--- src/rtl/i2cs_map.svh ---
/*
  Register offsets, field positions, reset values and timing counts
  for the buffered two-wire slave. Assumes a 125 MHz system clock.
*/
`ifndef I2CS_MAP_SVH
`define I2CS_MAP_SVH

// register word offsets on the cpu port
`define REG_CFG    3'h0
`define REG_SADDR  3'h1
`define REG_STAT   3'h2
`define REG_CTRL   3'h3
`define REG_DATA   3'h4
`define REG_BPTR   3'h5
`define REG_BDATA  3'h6

// configuration fields
`define CFG_EN     0
`define CFG_BUF    1
`define CFG_MON    2
`define CFG_ANY    3
`define CFG_IRQ    4

// status fields
`define ST_DONE    0
`define ST_ADDR    1
`define ST_TX      2
`define ST_NACK    3
`define ST_START   4
`define ST_STOP    5
`define ST_BUSY    6
`define ST_FAST    7

// control fields
`define CTRL_REL   0

// reset values
`define CFG_RST    5'h00
`define SADDR_RST  7'h08
`define DATA_RST   8'h00

// timing: fastest legal serial clock period, rounded down to cycles
`define CLK_NS        8
`define SCL_PERIOD_NS 2500
`define SCL_MIN_CYC   (`SCL_PERIOD_NS / `CLK_NS)

`endif

--- src/rtl/i2cs_pkg.sv ---
/*
  Types shared by the buffered two-wire slave.
  Assumes the map header supplies all numeric constants.
*/
package i2cs_pkg;

  // serial engine states
  typedef enum logic [3:0] {
    ST_IDLE, ST_ADDR, ST_AACK, ST_RX, ST_RACK,
    ST_TX, ST_TACK, ST_STALL, ST_IGNORE
  } i2cs_state_e;

  // configuration bits as one carrier
  typedef struct packed {
    logic irq_en;
    logic any;
    logic mon;
    logic buf_mode;
    logic en;
  } i2cs_cfg_s;

  // line event pulses from the edge detector
  typedef struct packed {
    logic rise;
    logic fall;
    logic start;
    logic stop;
  } i2cs_ev_s;

endpackage : i2cs_pkg

--- src/rtl/i2cs_sync.sv ---
/*
  Two-flop synchroniser, one per input bit.
  Assumes asynchronous inputs and one system clock.
*/
`timescale 1ns/1ns
module i2cs_sync #(
  parameter int WIDTH = 2
)(
  input  wire logic             clk,
  input  wire logic             rst,
  input  wire logic [WIDTH-1:0] d,
  output logic      [WIDTH-1:0] q
);

  logic [WIDTH-1:0] meta_reg;
  logic [WIDTH-1:0] sync_reg;

  // lines idle high, so reset to released level
  for (genvar i = 0; i < WIDTH; i++)
  begin : g_bit
    always_ff @(posedge clk or posedge rst)
    begin
      if (rst)
      begin
        meta_reg[i] <= 1'b1;
        sync_reg[i] <= 1'b1;
      end
      else
      begin
        meta_reg[i] <= d[i];
        sync_reg[i] <= meta_reg[i];
      end
    end
  end

  assign q = sync_reg;

endmodule : i2cs_sync

--- src/rtl/i2cs_top.sv ---
/*
  Buffered two-wire bus slave: byte engine, address compare, stall or
  32-byte ram buffer mode, bus monitor mode, cpu register port.
  Assumes pins are open drain (oe high pulls low) and the cpu port
  follows the one-cycle strobe protocol on the same clock.
*/
`timescale 1ns/1ns
`include "i2cs_map.svh"
module i2cs_top
  import i2cs_pkg::*;
#(
  parameter int DEPTH = 32
)(
  input  wire logic       CLOCK,
  input  wire logic       RESET,
  input  wire logic [2:0] ADDR,
  input  wire logic [7:0] WDATA,
  input  wire logic       WR,
  input  wire logic       RD,
  output logic      [7:0] RDATA,
  input  wire logic       SDA_IN,
  output logic            SDA_OUT,
  output logic            SDA_OE,
  input  wire logic       SCL_IN,
  output logic            SCL_OUT,
  output logic            SCL_OE,
  output logic            PIN_EN,
  output logic            IRQ
);

  localparam int PW = $clog2(DEPTH);

  logic [1:0]    pin_s;
  logic          scl_d_reg;
  logic          sda_d_reg;
  i2cs_ev_s      ev;
  i2cs_cfg_s     cfg_reg;
  logic [6:0]    saddr_reg;
  logic [7:0]    tx_data_reg;
  logic [7:0]    rx_data_reg;
  logic [PW-1:0] bptr_reg;
  logic [7:0]    ram [DEPTH];
  i2cs_state_e   state_reg;
  logic [3:0]    cnt_reg;
  logic [7:0]    shift_reg;
  logic          rw_reg;
  logic          first_reg;
  logic [PW-1:0] ptr_reg;
  logic          sda_oe_reg;
  logic          scl_oe_reg;
  logic          done_reg;
  logic          aflag_reg;
  logic          dir_reg;
  logic          nack_reg;
  logic          sta_reg;
  logic          sto_reg;
  logic          busy_reg;
  logic          fast_reg;
  logic [8:0]    per_reg;
  logic [7:0]    rdata_reg;
  logic          pin_en_reg;
  logic          irq_reg;
  logic          match;
  logic          rel;
  logic          stat_wr;
  logic          ram_bus_we;
  logic [7:0]    tx_src;

  // pins pass two flops before anything looks at them
  i2cs_sync #(
    .WIDTH (2)
  ) u_sync (
    .clk (CLOCK),
    .rst (RESET),
    .d   ({SCL_IN, SDA_IN}),
    .q   (pin_s)
  );

  // previous synchronised levels for edge detection
  always_ff @(posedge CLOCK or posedge RESET)
  begin
    if (RESET)
    begin
      scl_d_reg <= 1'b1;
      sda_d_reg <= 1'b1;
    end
    else
    begin
      scl_d_reg <= pin_s[1];
      sda_d_reg <= pin_s[0];
    end
  end

  // start and stop are sda edges while scl stays high
  assign ev.rise  = pin_s[1] & ~scl_d_reg;
  assign ev.fall  = ~pin_s[1] & scl_d_reg;
  assign ev.start = pin_s[1] & scl_d_reg & sda_d_reg & ~pin_s[0];
  assign ev.stop  = pin_s[1] & scl_d_reg & ~sda_d_reg & pin_s[0];

  // address compare; the any bit hands 10-bit and smbus to firmware
  assign match = cfg_reg.any | (shift_reg[7:1] == saddr_reg);

  assign rel     = WR && (ADDR == `REG_CTRL) && WDATA[`CTRL_REL];
  assign stat_wr = WR && (ADDR == `REG_STAT);

  // buffer write slot: second and later bytes of a master write
  assign ram_bus_we = cfg_reg.en && !cfg_reg.mon && cfg_reg.buf_mode
                    && state_reg == ST_RX && ev.fall && cnt_reg == 4'h8
                    && !first_reg && !ev.stop && !ev.start;

  // next byte to send: ram in buffered mode, cpu byte otherwise
  assign tx_src = cfg_reg.buf_mode ? ram[ptr_reg] : tx_data_reg;

  // cpu-written configuration
  always_ff @(posedge CLOCK or posedge RESET)
  begin
    if (RESET)
    begin
      cfg_reg     <= `CFG_RST;
      saddr_reg   <= `SADDR_RST;
      tx_data_reg <= `DATA_RST;
      bptr_reg    <= '0;
    end
    else if (WR)
    begin
      case (ADDR)
        `REG_CFG:   cfg_reg     <= WDATA[4:0];
        `REG_SADDR: saddr_reg   <= WDATA[6:0];
        `REG_DATA:  tx_data_reg <= WDATA;
        `REG_BPTR:  bptr_reg    <= WDATA[PW-1:0];
        default:    ;
      endcase
    end
  end

  // buffer ram; the bus side wins a same-cycle collision
  always_ff @(posedge CLOCK)
  begin
    if (ram_bus_we)
      ram[ptr_reg] <= shift_reg;
    else if (WR && ADDR == `REG_BDATA)
      ram[bptr_reg] <= WDATA;
  end

  // serial byte engine, slave only
  always_ff @(posedge CLOCK or posedge RESET)
  begin
    if (RESET)
    begin
      state_reg   <= ST_IDLE;
      cnt_reg     <= 4'h0;
      shift_reg   <= 8'h00;
      rw_reg      <= 1'b0;
      first_reg   <= 1'b0;
      ptr_reg     <= '0;
      sda_oe_reg  <= 1'b0;
      scl_oe_reg  <= 1'b0;
      rx_data_reg <= 8'h00;
      done_reg    <= 1'b0;
      aflag_reg   <= 1'b0;
      dir_reg     <= 1'b0;
      nack_reg    <= 1'b0;
    end
    else
    begin
      if (stat_wr && WDATA[`ST_NACK])
        nack_reg <= 1'b0;
      // disabled or monitoring: never touch the lines
      if (!cfg_reg.en || cfg_reg.mon || ev.stop)
      begin
        state_reg  <= ST_IDLE;
        sda_oe_reg <= 1'b0;
        scl_oe_reg <= 1'b0;
        cnt_reg    <= 4'h0;
      end
      else if (ev.start)
      begin
        state_reg  <= ST_ADDR;
        cnt_reg    <= 4'h0;
        sda_oe_reg <= 1'b0;
      end
      else
      begin
        case (state_reg)
          ST_ADDR, ST_RX:
          begin
            // bits are taken on the rising clock
            if (ev.rise && cnt_reg != 4'h8)
            begin
              shift_reg <= {shift_reg[6:0], pin_s[0]};
              cnt_reg   <= cnt_reg + 4'h1;
            end
            else if (ev.fall && cnt_reg == 4'h8)
            begin
              cnt_reg <= 4'h0;
              if (state_reg == ST_ADDR)
              begin
                if (match)
                begin
                  sda_oe_reg <= 1'b1;
                  rw_reg     <= shift_reg[0];
                  first_reg  <= 1'b1;
                  state_reg  <= ST_AACK;
                end
                else
                  state_reg <= ST_IGNORE;
              end
              else
              begin
                sda_oe_reg  <= 1'b1;
                rx_data_reg <= shift_reg;
                state_reg   <= ST_RACK;
                if (cfg_reg.buf_mode && first_reg)
                begin
                  ptr_reg   <= shift_reg[PW-1:0];
                  first_reg <= 1'b0;
                end
                else if (cfg_reg.buf_mode)
                  ptr_reg <= ptr_reg + 1'b1;
              end
            end
          end
          ST_AACK:
          begin
            if (ev.fall)
            begin
              sda_oe_reg <= 1'b0;
              aflag_reg  <= 1'b1;
              dir_reg    <= rw_reg;
              if (!cfg_reg.buf_mode)
              begin
                scl_oe_reg <= 1'b1;
                done_reg   <= 1'b1;
                state_reg  <= ST_STALL;
              end
              else if (rw_reg)
              begin
                shift_reg  <= tx_src;
                sda_oe_reg <= ~tx_src[7];
                ptr_reg    <= ptr_reg + 1'b1;
                state_reg  <= ST_TX;
              end
              else
                state_reg <= ST_RX;
            end
          end
          ST_RACK:
          begin
            if (ev.fall)
            begin
              sda_oe_reg <= 1'b0;
              if (!cfg_reg.buf_mode)
              begin
                aflag_reg  <= 1'b0;
                scl_oe_reg <= 1'b1;
                done_reg   <= 1'b1;
                state_reg  <= ST_STALL;
              end
              else
                state_reg <= ST_RX;
            end
          end
          ST_TX:
          begin
            // data changes only while scl is low
            if (ev.fall)
            begin
              if (cnt_reg == 4'h7)
              begin
                sda_oe_reg <= 1'b0;
                cnt_reg    <= 4'h0;
                state_reg  <= ST_TACK;
              end
              else
              begin
                cnt_reg    <= cnt_reg + 4'h1;
                shift_reg  <= {shift_reg[6:0], 1'b0};
                sda_oe_reg <= ~shift_reg[6];
              end
            end
          end
          ST_TACK:
          begin
            // master ack sampled on rise, next byte after fall
            if (ev.rise && pin_s[0])
            begin
              nack_reg  <= 1'b1;
              state_reg <= ST_IGNORE;
            end
            else if (ev.rise)
              cnt_reg <= 4'h1;
            else if (ev.fall && cnt_reg == 4'h1)
            begin
              cnt_reg <= 4'h0;
              if (!cfg_reg.buf_mode)
              begin
                aflag_reg  <= 1'b0;
                scl_oe_reg <= 1'b1;
                done_reg   <= 1'b1;
                state_reg  <= ST_STALL;
              end
              else
              begin
                shift_reg  <= tx_src;
                sda_oe_reg <= ~tx_src[7];
                ptr_reg    <= ptr_reg + 1'b1;
                state_reg  <= ST_TX;
              end
            end
          end
          ST_STALL:
          begin
            // switching to buffered mode also lets the clock go
            if (rel || cfg_reg.buf_mode)
            begin
              done_reg   <= 1'b0;
              scl_oe_reg <= 1'b0;
              if (rw_reg)
              begin
                shift_reg  <= tx_src;
                sda_oe_reg <= ~tx_src[7];
                if (cfg_reg.buf_mode)
                  ptr_reg <= ptr_reg + 1'b1;
                state_reg <= ST_TX;
              end
              else
                state_reg <= ST_RX;
            end
          end
          default: ;
        endcase
      end
    end
  end

  // sticky bus-condition flags; set wins over a cpu clear
  always_ff @(posedge CLOCK or posedge RESET)
  begin
    if (RESET)
    begin
      sta_reg  <= 1'b0;
      sto_reg  <= 1'b0;
      busy_reg <= 1'b0;
      fast_reg <= 1'b0;
      per_reg  <= 9'h000;
    end
    else
    begin
      if (stat_wr && WDATA[`ST_START])
        sta_reg <= 1'b0;
      if (stat_wr && WDATA[`ST_STOP])
        sto_reg <= 1'b0;
      if (stat_wr && WDATA[`ST_FAST])
        fast_reg <= 1'b0;
      if (ev.start)
      begin
        sta_reg  <= 1'b1;
        busy_reg <= 1'b1;
      end
      if (ev.stop)
      begin
        sto_reg  <= 1'b1;
        busy_reg <= 1'b0;
      end
      // flag a master clocking faster than the supported rate
      if (ev.rise)
      begin
        if (busy_reg && per_reg < 9'(`SCL_MIN_CYC))
          fast_reg <= 1'b1;
        per_reg <= 9'h000;
      end
      else if (per_reg != 9'h1FF)
        per_reg <= per_reg + 9'h001;
    end
  end

  // read data stand only in the cycle after the strobe
  always_ff @(posedge CLOCK or posedge RESET)
  begin
    if (RESET)
      rdata_reg <= 8'h00;
    else if (RD)
    begin
      case (ADDR)
        `REG_CFG:   rdata_reg <= {3'h0, cfg_reg};
        `REG_SADDR: rdata_reg <= {1'b0, saddr_reg};
        `REG_STAT:  rdata_reg <= {fast_reg, busy_reg, sto_reg, sta_reg,
                                  nack_reg, dir_reg, aflag_reg, done_reg};
        `REG_DATA:  rdata_reg <= rx_data_reg;
        `REG_BPTR:  rdata_reg <= 8'(bptr_reg);
        `REG_BDATA: rdata_reg <= ram[bptr_reg];
        default:    rdata_reg <= 8'h00;
      endcase
    end
    else
      rdata_reg <= 8'h00;
  end

  // pin claim and interrupt request, both registered
  always_ff @(posedge CLOCK or posedge RESET)
  begin
    if (RESET)
    begin
      pin_en_reg <= 1'b0;
      irq_reg    <= 1'b0;
    end
    else
    begin
      pin_en_reg <= cfg_reg.en;
      irq_reg    <= cfg_reg.irq_en & (done_reg | sto_reg | nack_reg);
    end
  end

  assign RDATA   = rdata_reg;
  assign SDA_OE  = sda_oe_reg;
  assign SCL_OE  = scl_oe_reg;
  assign SDA_OUT = 1'b0; // open drain: only ever pulls low
  assign SCL_OUT = 1'b0;
  assign PIN_EN  = pin_en_reg;
  assign IRQ     = irq_reg;
endmodule : i2cs_top

--- config.mk ---
export PLATFORM = sky130hd
export DESIGN_NAME = i2cs_top
export DESIGN_NICKNAME = d
export VERILOG_FILES = /design/src/rtl/i2cs_pkg.sv /design/src/rtl/i2cs_sync.sv /design/src/rtl/i2cs_top.sv
export VERILOG_INCLUDE_DIRS = /design/src /design/src/rtl
export SDC_FILE = /design/constraint.sdc
export NUM_CORES = 1
export LEC_CHECK = 0
export BUFFER_PORTS_ARGS = -buffer_cell sky130_fd_sc_hd__buf_2
export CELL_PAD_IN_SITES_DETAIL_PLACEMENT = 0
export CELL_PAD_IN_SITES_GLOBAL_PLACEMENT = 1
export CORE_ASPECT_RATIO = 1.75
export CORE_MARGIN = 2
export CORE_UTILIZATION = 45
export DETAILED_ROUTE_END_ITERATION = 12
export MAX_ROUTING_LAYER = met4
export PLACE_DENSITY_LB_ADDON = 0.1
export SLEW_MARGIN = 25
export SYNTH_ARGS = -nofsm -noshare
export SYNTH_HDL_FRONTEND = slang
export SYNTH_SLANG_ARGS = --single-unit
--- constraint.sdc ---
create_clock -name CLOCK -period 8.57 [get_ports CLOCK]
set_clock_uncertainty 0.1 [all_clocks]
set_input_delay 1.2855 -clock CLOCK [delete_from_list [all_inputs] [get_ports CLOCK]]
set_output_delay 1.2855 -clock CLOCK [all_outputs]
set_load 0.05 [all_outputs]
[Word level (Yosys, flattened, before mapping)]
Memory sizes are Yosys's and may differ from the RTL's.
Cells that the tools add are included.
Cells by class
  muxes and demuxes: 125
  add/sub/neg operators: 3
  reductions and logical operators: 62
  equality and inequality tests: 60
  magnitude comparators: 1
  bitwise logic cells: 21
Operator list (number)
  $mux W8: 14
  $mux W4: 23
  $mux W5: 14
  $mux W1: 59
  $ne A4 B4 Y1 const B: 13
  $pmux W8 S6: 1
  $pmux W8 S5: 1
  $ne A2 B2 Y1 const B: 17
  $reduce_and A13 Y1: 2
  $ne A5 B5 Y1 const B: 5
  $pmux W4 S6: 1
  $logic_and A1 B1 Y1: 22
  $reduce_and A7 Y1: 3
  $eq A4 B3 Y1 const B: 5
  $pmux W5 S4: 1
  $mux W9: 2
  $reduce_and A8 Y1: 2
  $reduce_and A14 Y1: 1
  $ne A3 B3 Y1 const B: 4
  $pmux W4 S3: 1
  $not A1 Y1: 10
  $reduce_and A10 Y1: 1
  $reduce_bool A2 Y1: 5
  $reduce_bool A5 Y1: 2
  other kinds (32): 63
Word-level totals
  memories: 1
  bits in registers: 91
  output and inout port bits: 14
  bits in writable memories: 256
Memories
  ram: words 32, width 8, read ports 2, clocked after memory_dff 0, write ports 1, line i2cs_top.sv:42  | logic [7:0] ram [DEPTH];

[Depth between registers and ports, before layout]
  word-level depth: 13
  mapped depth: 10
  mapped depth without buffers: 8

[Hierarchy]
A second synthesis with hierarchy kept.
Second synthesis, totals
  cells, all modules: 1143
  area, all modules: 17026.3 µm²
By module, submodules not included
  i2cs_top: area each 16917.5 µm², cells each 1138, seq. area each 9868.2 µm², instances 1
  i2cs_sync: area each 108.9 µm², cells each 5, seq. area each 105.1 µm², instances 1

[Least setup slack after synthesis]
OpenSTA, ideal clock, no wires.
  path kind: input -> register
  start point: in ADDR[1]
  end point: mem ram[15][0] (enable)
  setup time: 0.370 ns
  path buffers: 2
  stages: 8
  data arrival time: 2.956 ns
  path slack: 5.143 ns
  data required time: 8.100 ns
  path through: clkbuf_1 > nand2b_1 > nor2_1 > and2_1 > clkbuf_1 > and4b_1 > a31oi_1 > nor2_1
Between the ends
  cells in the longest elaborated chain, start to end: 7
RTL lines
  start, declared: line i2cs_top.sv:16  | input wire logic [2:0] ADDR,
  $eq A3 B3 Y1 *
  $logic_and A1 B1 Y1 (no source line) *
  $mux W1 *: line i2cs_top.sv:141  | else if (WR && ADDR == `REG_BDATA)
  $mux W1 *: line i2cs_top.sv:139  | if (ram_bus_we)
  $mux W1 (not written as such) *: line i2cs_top.sv:142  | ram[bptr_reg] <= WDATA;
  $reduce_or A8 Y1 (no source line)
  $mux W5 (no source line) or $mux W1 (tied branches)
  end, declared: line i2cs_top.sv:42
Every way passes the cells marked *; elsewhere a longest branch is shown, timed or not.

[Worst setup path after layout]
  start point: reg state_reg[0]
  end point: mem ram[12][4] (enable)
Between the ends
  cells in the longest elaborated chain, start to end: 11
RTL lines
  start, declared: line i2cs_top.sv:43  | i2cs_state_e state_reg;
  start signal, assigned: line i2cs_top.sv:150  | state_reg <= ST_IDLE;
  start signal, assigned: line i2cs_top.sv:171  | state_reg <= ST_IDLE;
  start signal, assigned: line i2cs_top.sv:178  | state_reg <= ST_ADDR;
  $eq A4 B2 Y1 *: line i2cs_top.sv:108  | && state_reg == ST_RX && ev.fall && cnt_reg == 4'h8
  $logic_and A1 B1 Y1 * (3 in series): line i2cs_top.sv:108
  $logic_and A1 B1 Y1 * (3 in series): line i2cs_top.sv:109  | && !first_reg && !ev.stop && !ev.start;
  $mux W1: line i2cs_top.sv:139
  $mux W1 (not written as such): line i2cs_top.sv:142
  $reduce_or A8 Y1 (no source line)
  $mux W5 (no source line) or $mux W1 (tied branches)
Marks and branches as above.

==> summary.txt <==
Clock network
  – Post-CTS Setup Inserts: 0
  – Reg clk slew, reported paths: 0.07 ns
  – CTS Hold Bufs: 0
  – CTS buffer count: 34
  – CTS tree: built
  – Cts repair resizes: 0
  – Clk_lat worst skew: 0.55 ns
  – Num Clock Sinks: 347
  – CTS Root Cell: clkbuf_16
  – Clock buffer depth: 3
  – Htree depth: 2

GRT
  – Largest net degree at the start of global routing: 54
  – First-pass GRT wire length: 72950 um
  – Remaining global-route overflow: 0
  – Vias in the first global route: 10630
  – Initial antenna violation count: 0
  – Total GRT Usage: 0.2670

Pwr
  – Logic pwr share: 0.259
  – Net Sw Frac: 0.3117
  – P per Cell Area: 274.5 nW/um2
  – Psw: 1.620 mW
  – LEAKAGE: 6.468 nW
  – Worst IR Drop VDD: 0.0001097 V
  – Clock Power Share: 0.313
  – Pint: 3.577 mW
  – Register share of total power: 0.429

Routing
  – Post-DR wirelength/cell: 30.54 um
  – Post-DRT Antenna Nets: 0
  – Pre-Repair DR Iteration Count: 5
  – Iter 0 DRT Violations: 803
  – Via count: 10280
  – Avg Vias per Cell: 6.333
  – DRT Wirelength: 49570 um
  – DRC viols: 0

Cells and area
  – Fin nets: 1140
  – Post-Layout Inst Area: 18930 um2
  – Synth-to-layout area growth: 10.61%
  – ANT cells: 0
  – Fill cells: 3119
  – Max FFs per register: 256
  – Share of cells above drive strength 1: 0.2843

Yosys
  – Sequential area share after synthesis: 0.5826
  – Most common cell in the netlist: edfxtp_1
  – Post-synth top cells: edfxtp_1 (256), mux4_2 (145), nor2_1 (86)
  – Synth top area share: 0.4491
  – Main flop type after synthesis: edfxtp_1
  – Synthesized area: 17120 um2
  – Gate Count Post-Synth: 1104
  – Top cells by area, synth: edfxtp_1 (45%), mux4_2 (19%), dfrtp_1 (12%)
  – #FFs+latches synth: 347
  – Yosys top cell by area: edfxtp_1
  – Syn avg cell area: 15.51 um2
  – FFs w/ async S/R, synth: 0.2622
  – Post-synth EDFFs: 256
  – Distinct cells, synth: 72
  – Yosys warning total: 0

Floorplan
  – DIE WIDTH: 151.4 um
  – Area of the core: 37520 um2
  – Io pins: 31
  – Die ar.: 39680 um2
  – Num rows: 94
  – Starting Density: 0.4562
  – Die Ht: 262.0 um

Critical path
  – Worst reg2reg setup slack: 4.49 ns
  – Slowest cell on crit path: nand2_1
  – Crit path DAT: 4.15 ns
  – WS Path Type: reg -> reg
  – Startpoint Class: flip-flop
  – Req. time, crit path: 8.64 ns
  – R2R Path End: ram[12][4]$_DFFE_PP_
  – Critical path, cell by cell: and4bb_2 > nand4_1 > nand2_1 > a31oi_1 > nor2_1
  – CP max stage delay: 0.94 ns
  – Critical Path Fanout Max: 23
  – CP Capture Type: flip-flop
  – R2r startpoint: state_reg[0]$_DFFE_PP0P_
  – FF-to-FF path depth: 5

Worst hold path
  – Worst min-delay path class: reg -> reg
  – Worst min-delay path endpoint: u_sync.q[0]$_DFF_PP1_
  – Hold_sp: u_sync.meta_reg[0]$_DFF_PP1_
  – Hold depth: 0

Placed design
  – HPWL reported at the end of detailed placement: 35030 um
  – GP Congestion: 0.8511
  – Port Buffer Count: 28
  – Area after DPL: 17720 um2

Outcome
  – Outcome: finished, final reports clean

Timing
  – Final Max Slew Viols: 0
  – Final worst path period share: 0.4765
  – Sum of negative setup slack: 0 ns
  – Setup Viol. Count Final: 0
  – Max frequency: 0.2449 GHz
  – RSZ-0062 raised after global routing: no
  – Hold Vio Cnt, Final: 0
  – Worst slew margin: 0.2993
  – Slew @ Worst Pin: 1.051 ns
  – Post-route minimum period: 4.084 ns

Job
  – Max cap viols: 0
-- per-stage QoR --
step	instances	hold WS, ns	setup WS, ns	utilization	total power, mW
2_1_floorplan	1105	0.2452	4.832	-	3.115
3_3_place_gp	1561	0.2506	4.235	0.4723	3.624
3_5_place_dp	1561	0.2497	4.154	0.4724	3.623
4_1_cts	1623	0.2623	4.537	0.5046	5.249
5_1_grt	1623	0.2632	4.238	0.5046	5.387
6_report	1623	0.2595	4.486	0.5046	5.197
-- area by class of cell --
cell class / instances / area [um2] / area share
sequential: 347 / 9986 / 0.5274
timing repair buffer: 51 / 312.8 / 0.01652
clock buffer: 43 / 915.9 / 0.04837
inverter: 14 / 55.05 / 0.002908
clock inverter: 19 / 294.0 / 0.01553
tap: 480 / 600.6 / 0.03172
multi-input combinational: 669 / 6769 / 0.3575
-- power by group through the flow --
stage	combinational (mW)	clock, mW	sequential (mW)
global placement	1.36	0	2.27
CTS	1.36	1.66	2.23
finish	1.34	1.63	2.23
floorplan	0.971	0	2.14
detailed placement	1.36	0	2.27
global route	1.43	1.72	2.24
-- kinds of logic (layout without fill, tap and decap cells) --
family	Yosys count	after routing	synth area share
AND/OR/NAND/NOR	247	247	0.07156
AO/OA/AOI/OAI	164	164	0.06177
XOR/XNOR	16	16	0.008186
buffers and inverters	89	127	0.02368
flip-flops	347	347	0.5826
other	1	2	0.0002191
multiplexers	234	234	0.2476
adder cells (fa/ha/maj)	6	6	0.004386
-- worst max-delay path by stage --
stage / from / endpoint / slack (ns) / depth (start not counted)
2_1_floorplan: RESET / IRQ$_DFF_PP0_ / 4.83 / 1
3_3_place_gp: ADDR[0] / ram[9][2]$_DFFE_PP_ / 4.23 / 7
3_5_place_dp: ADDR[0] / ram[19][4]$_DFFE_PP_ / 4.15 / 7
4_1_cts: state_reg[0]$_DFFE_PP0P_ / ram[12][4]$_DFFE_PP_ / 4.54 / 5
5_1_grt: state_reg[0]$_DFFE_PP0P_ / ram[12][7]$_DFFE_PP_ / 4.24 / 5
6_report: state_reg[0]$_DFFE_PP0P_ / ram[12][4]$_DFFE_PP_ / 4.49 / 5
-- placed cells by master, fill, tap and decap left out, drive strengths merged, types with 5 or more instances in the layout --
cell type  count
dfrtp         84
o22ai          9
nand3         19
clkinv        10
xor2          10
a41oi          6
and3           7
inv           14
mux2          52
buf           51
nand2b         8
nor2b         14
mux4         146
nor3          10
edfxtp       256
xnor2          6
clkbuf        43
dfstp          7
mux2i         36
a31oi         11
o21ai         40
bufinv         7
nand2         62
a21oi         43
a22oi         13
ha             6
nand4          5
nor2          86
-- metal layers --
| metal | wire, um | share of wire | vias to the layer above | global-route usage |
|---|---|---|---|---|
| met3 | 2108 | 0.043 | 111 | 0.02535 |
| li1 | - | - | 4462 | - |
| met5 | 0 | 0 | - | - |
| met4 | 2964 | 0.060 | 0 | 0.1373 |
| met2 | 27380 | 0.55 | 341 | 0.4811 |
| met1 | 17110 | 0.35 | 5364 | 0.2892 |
-- worst max-delay path: cells and delay by family, from the launching register on --
family          cells  cell delay (ns)
compound gates      1             0.32
flops               1             0.79
simple gates        4             2.48
Power figures use the tool's default switching activity.
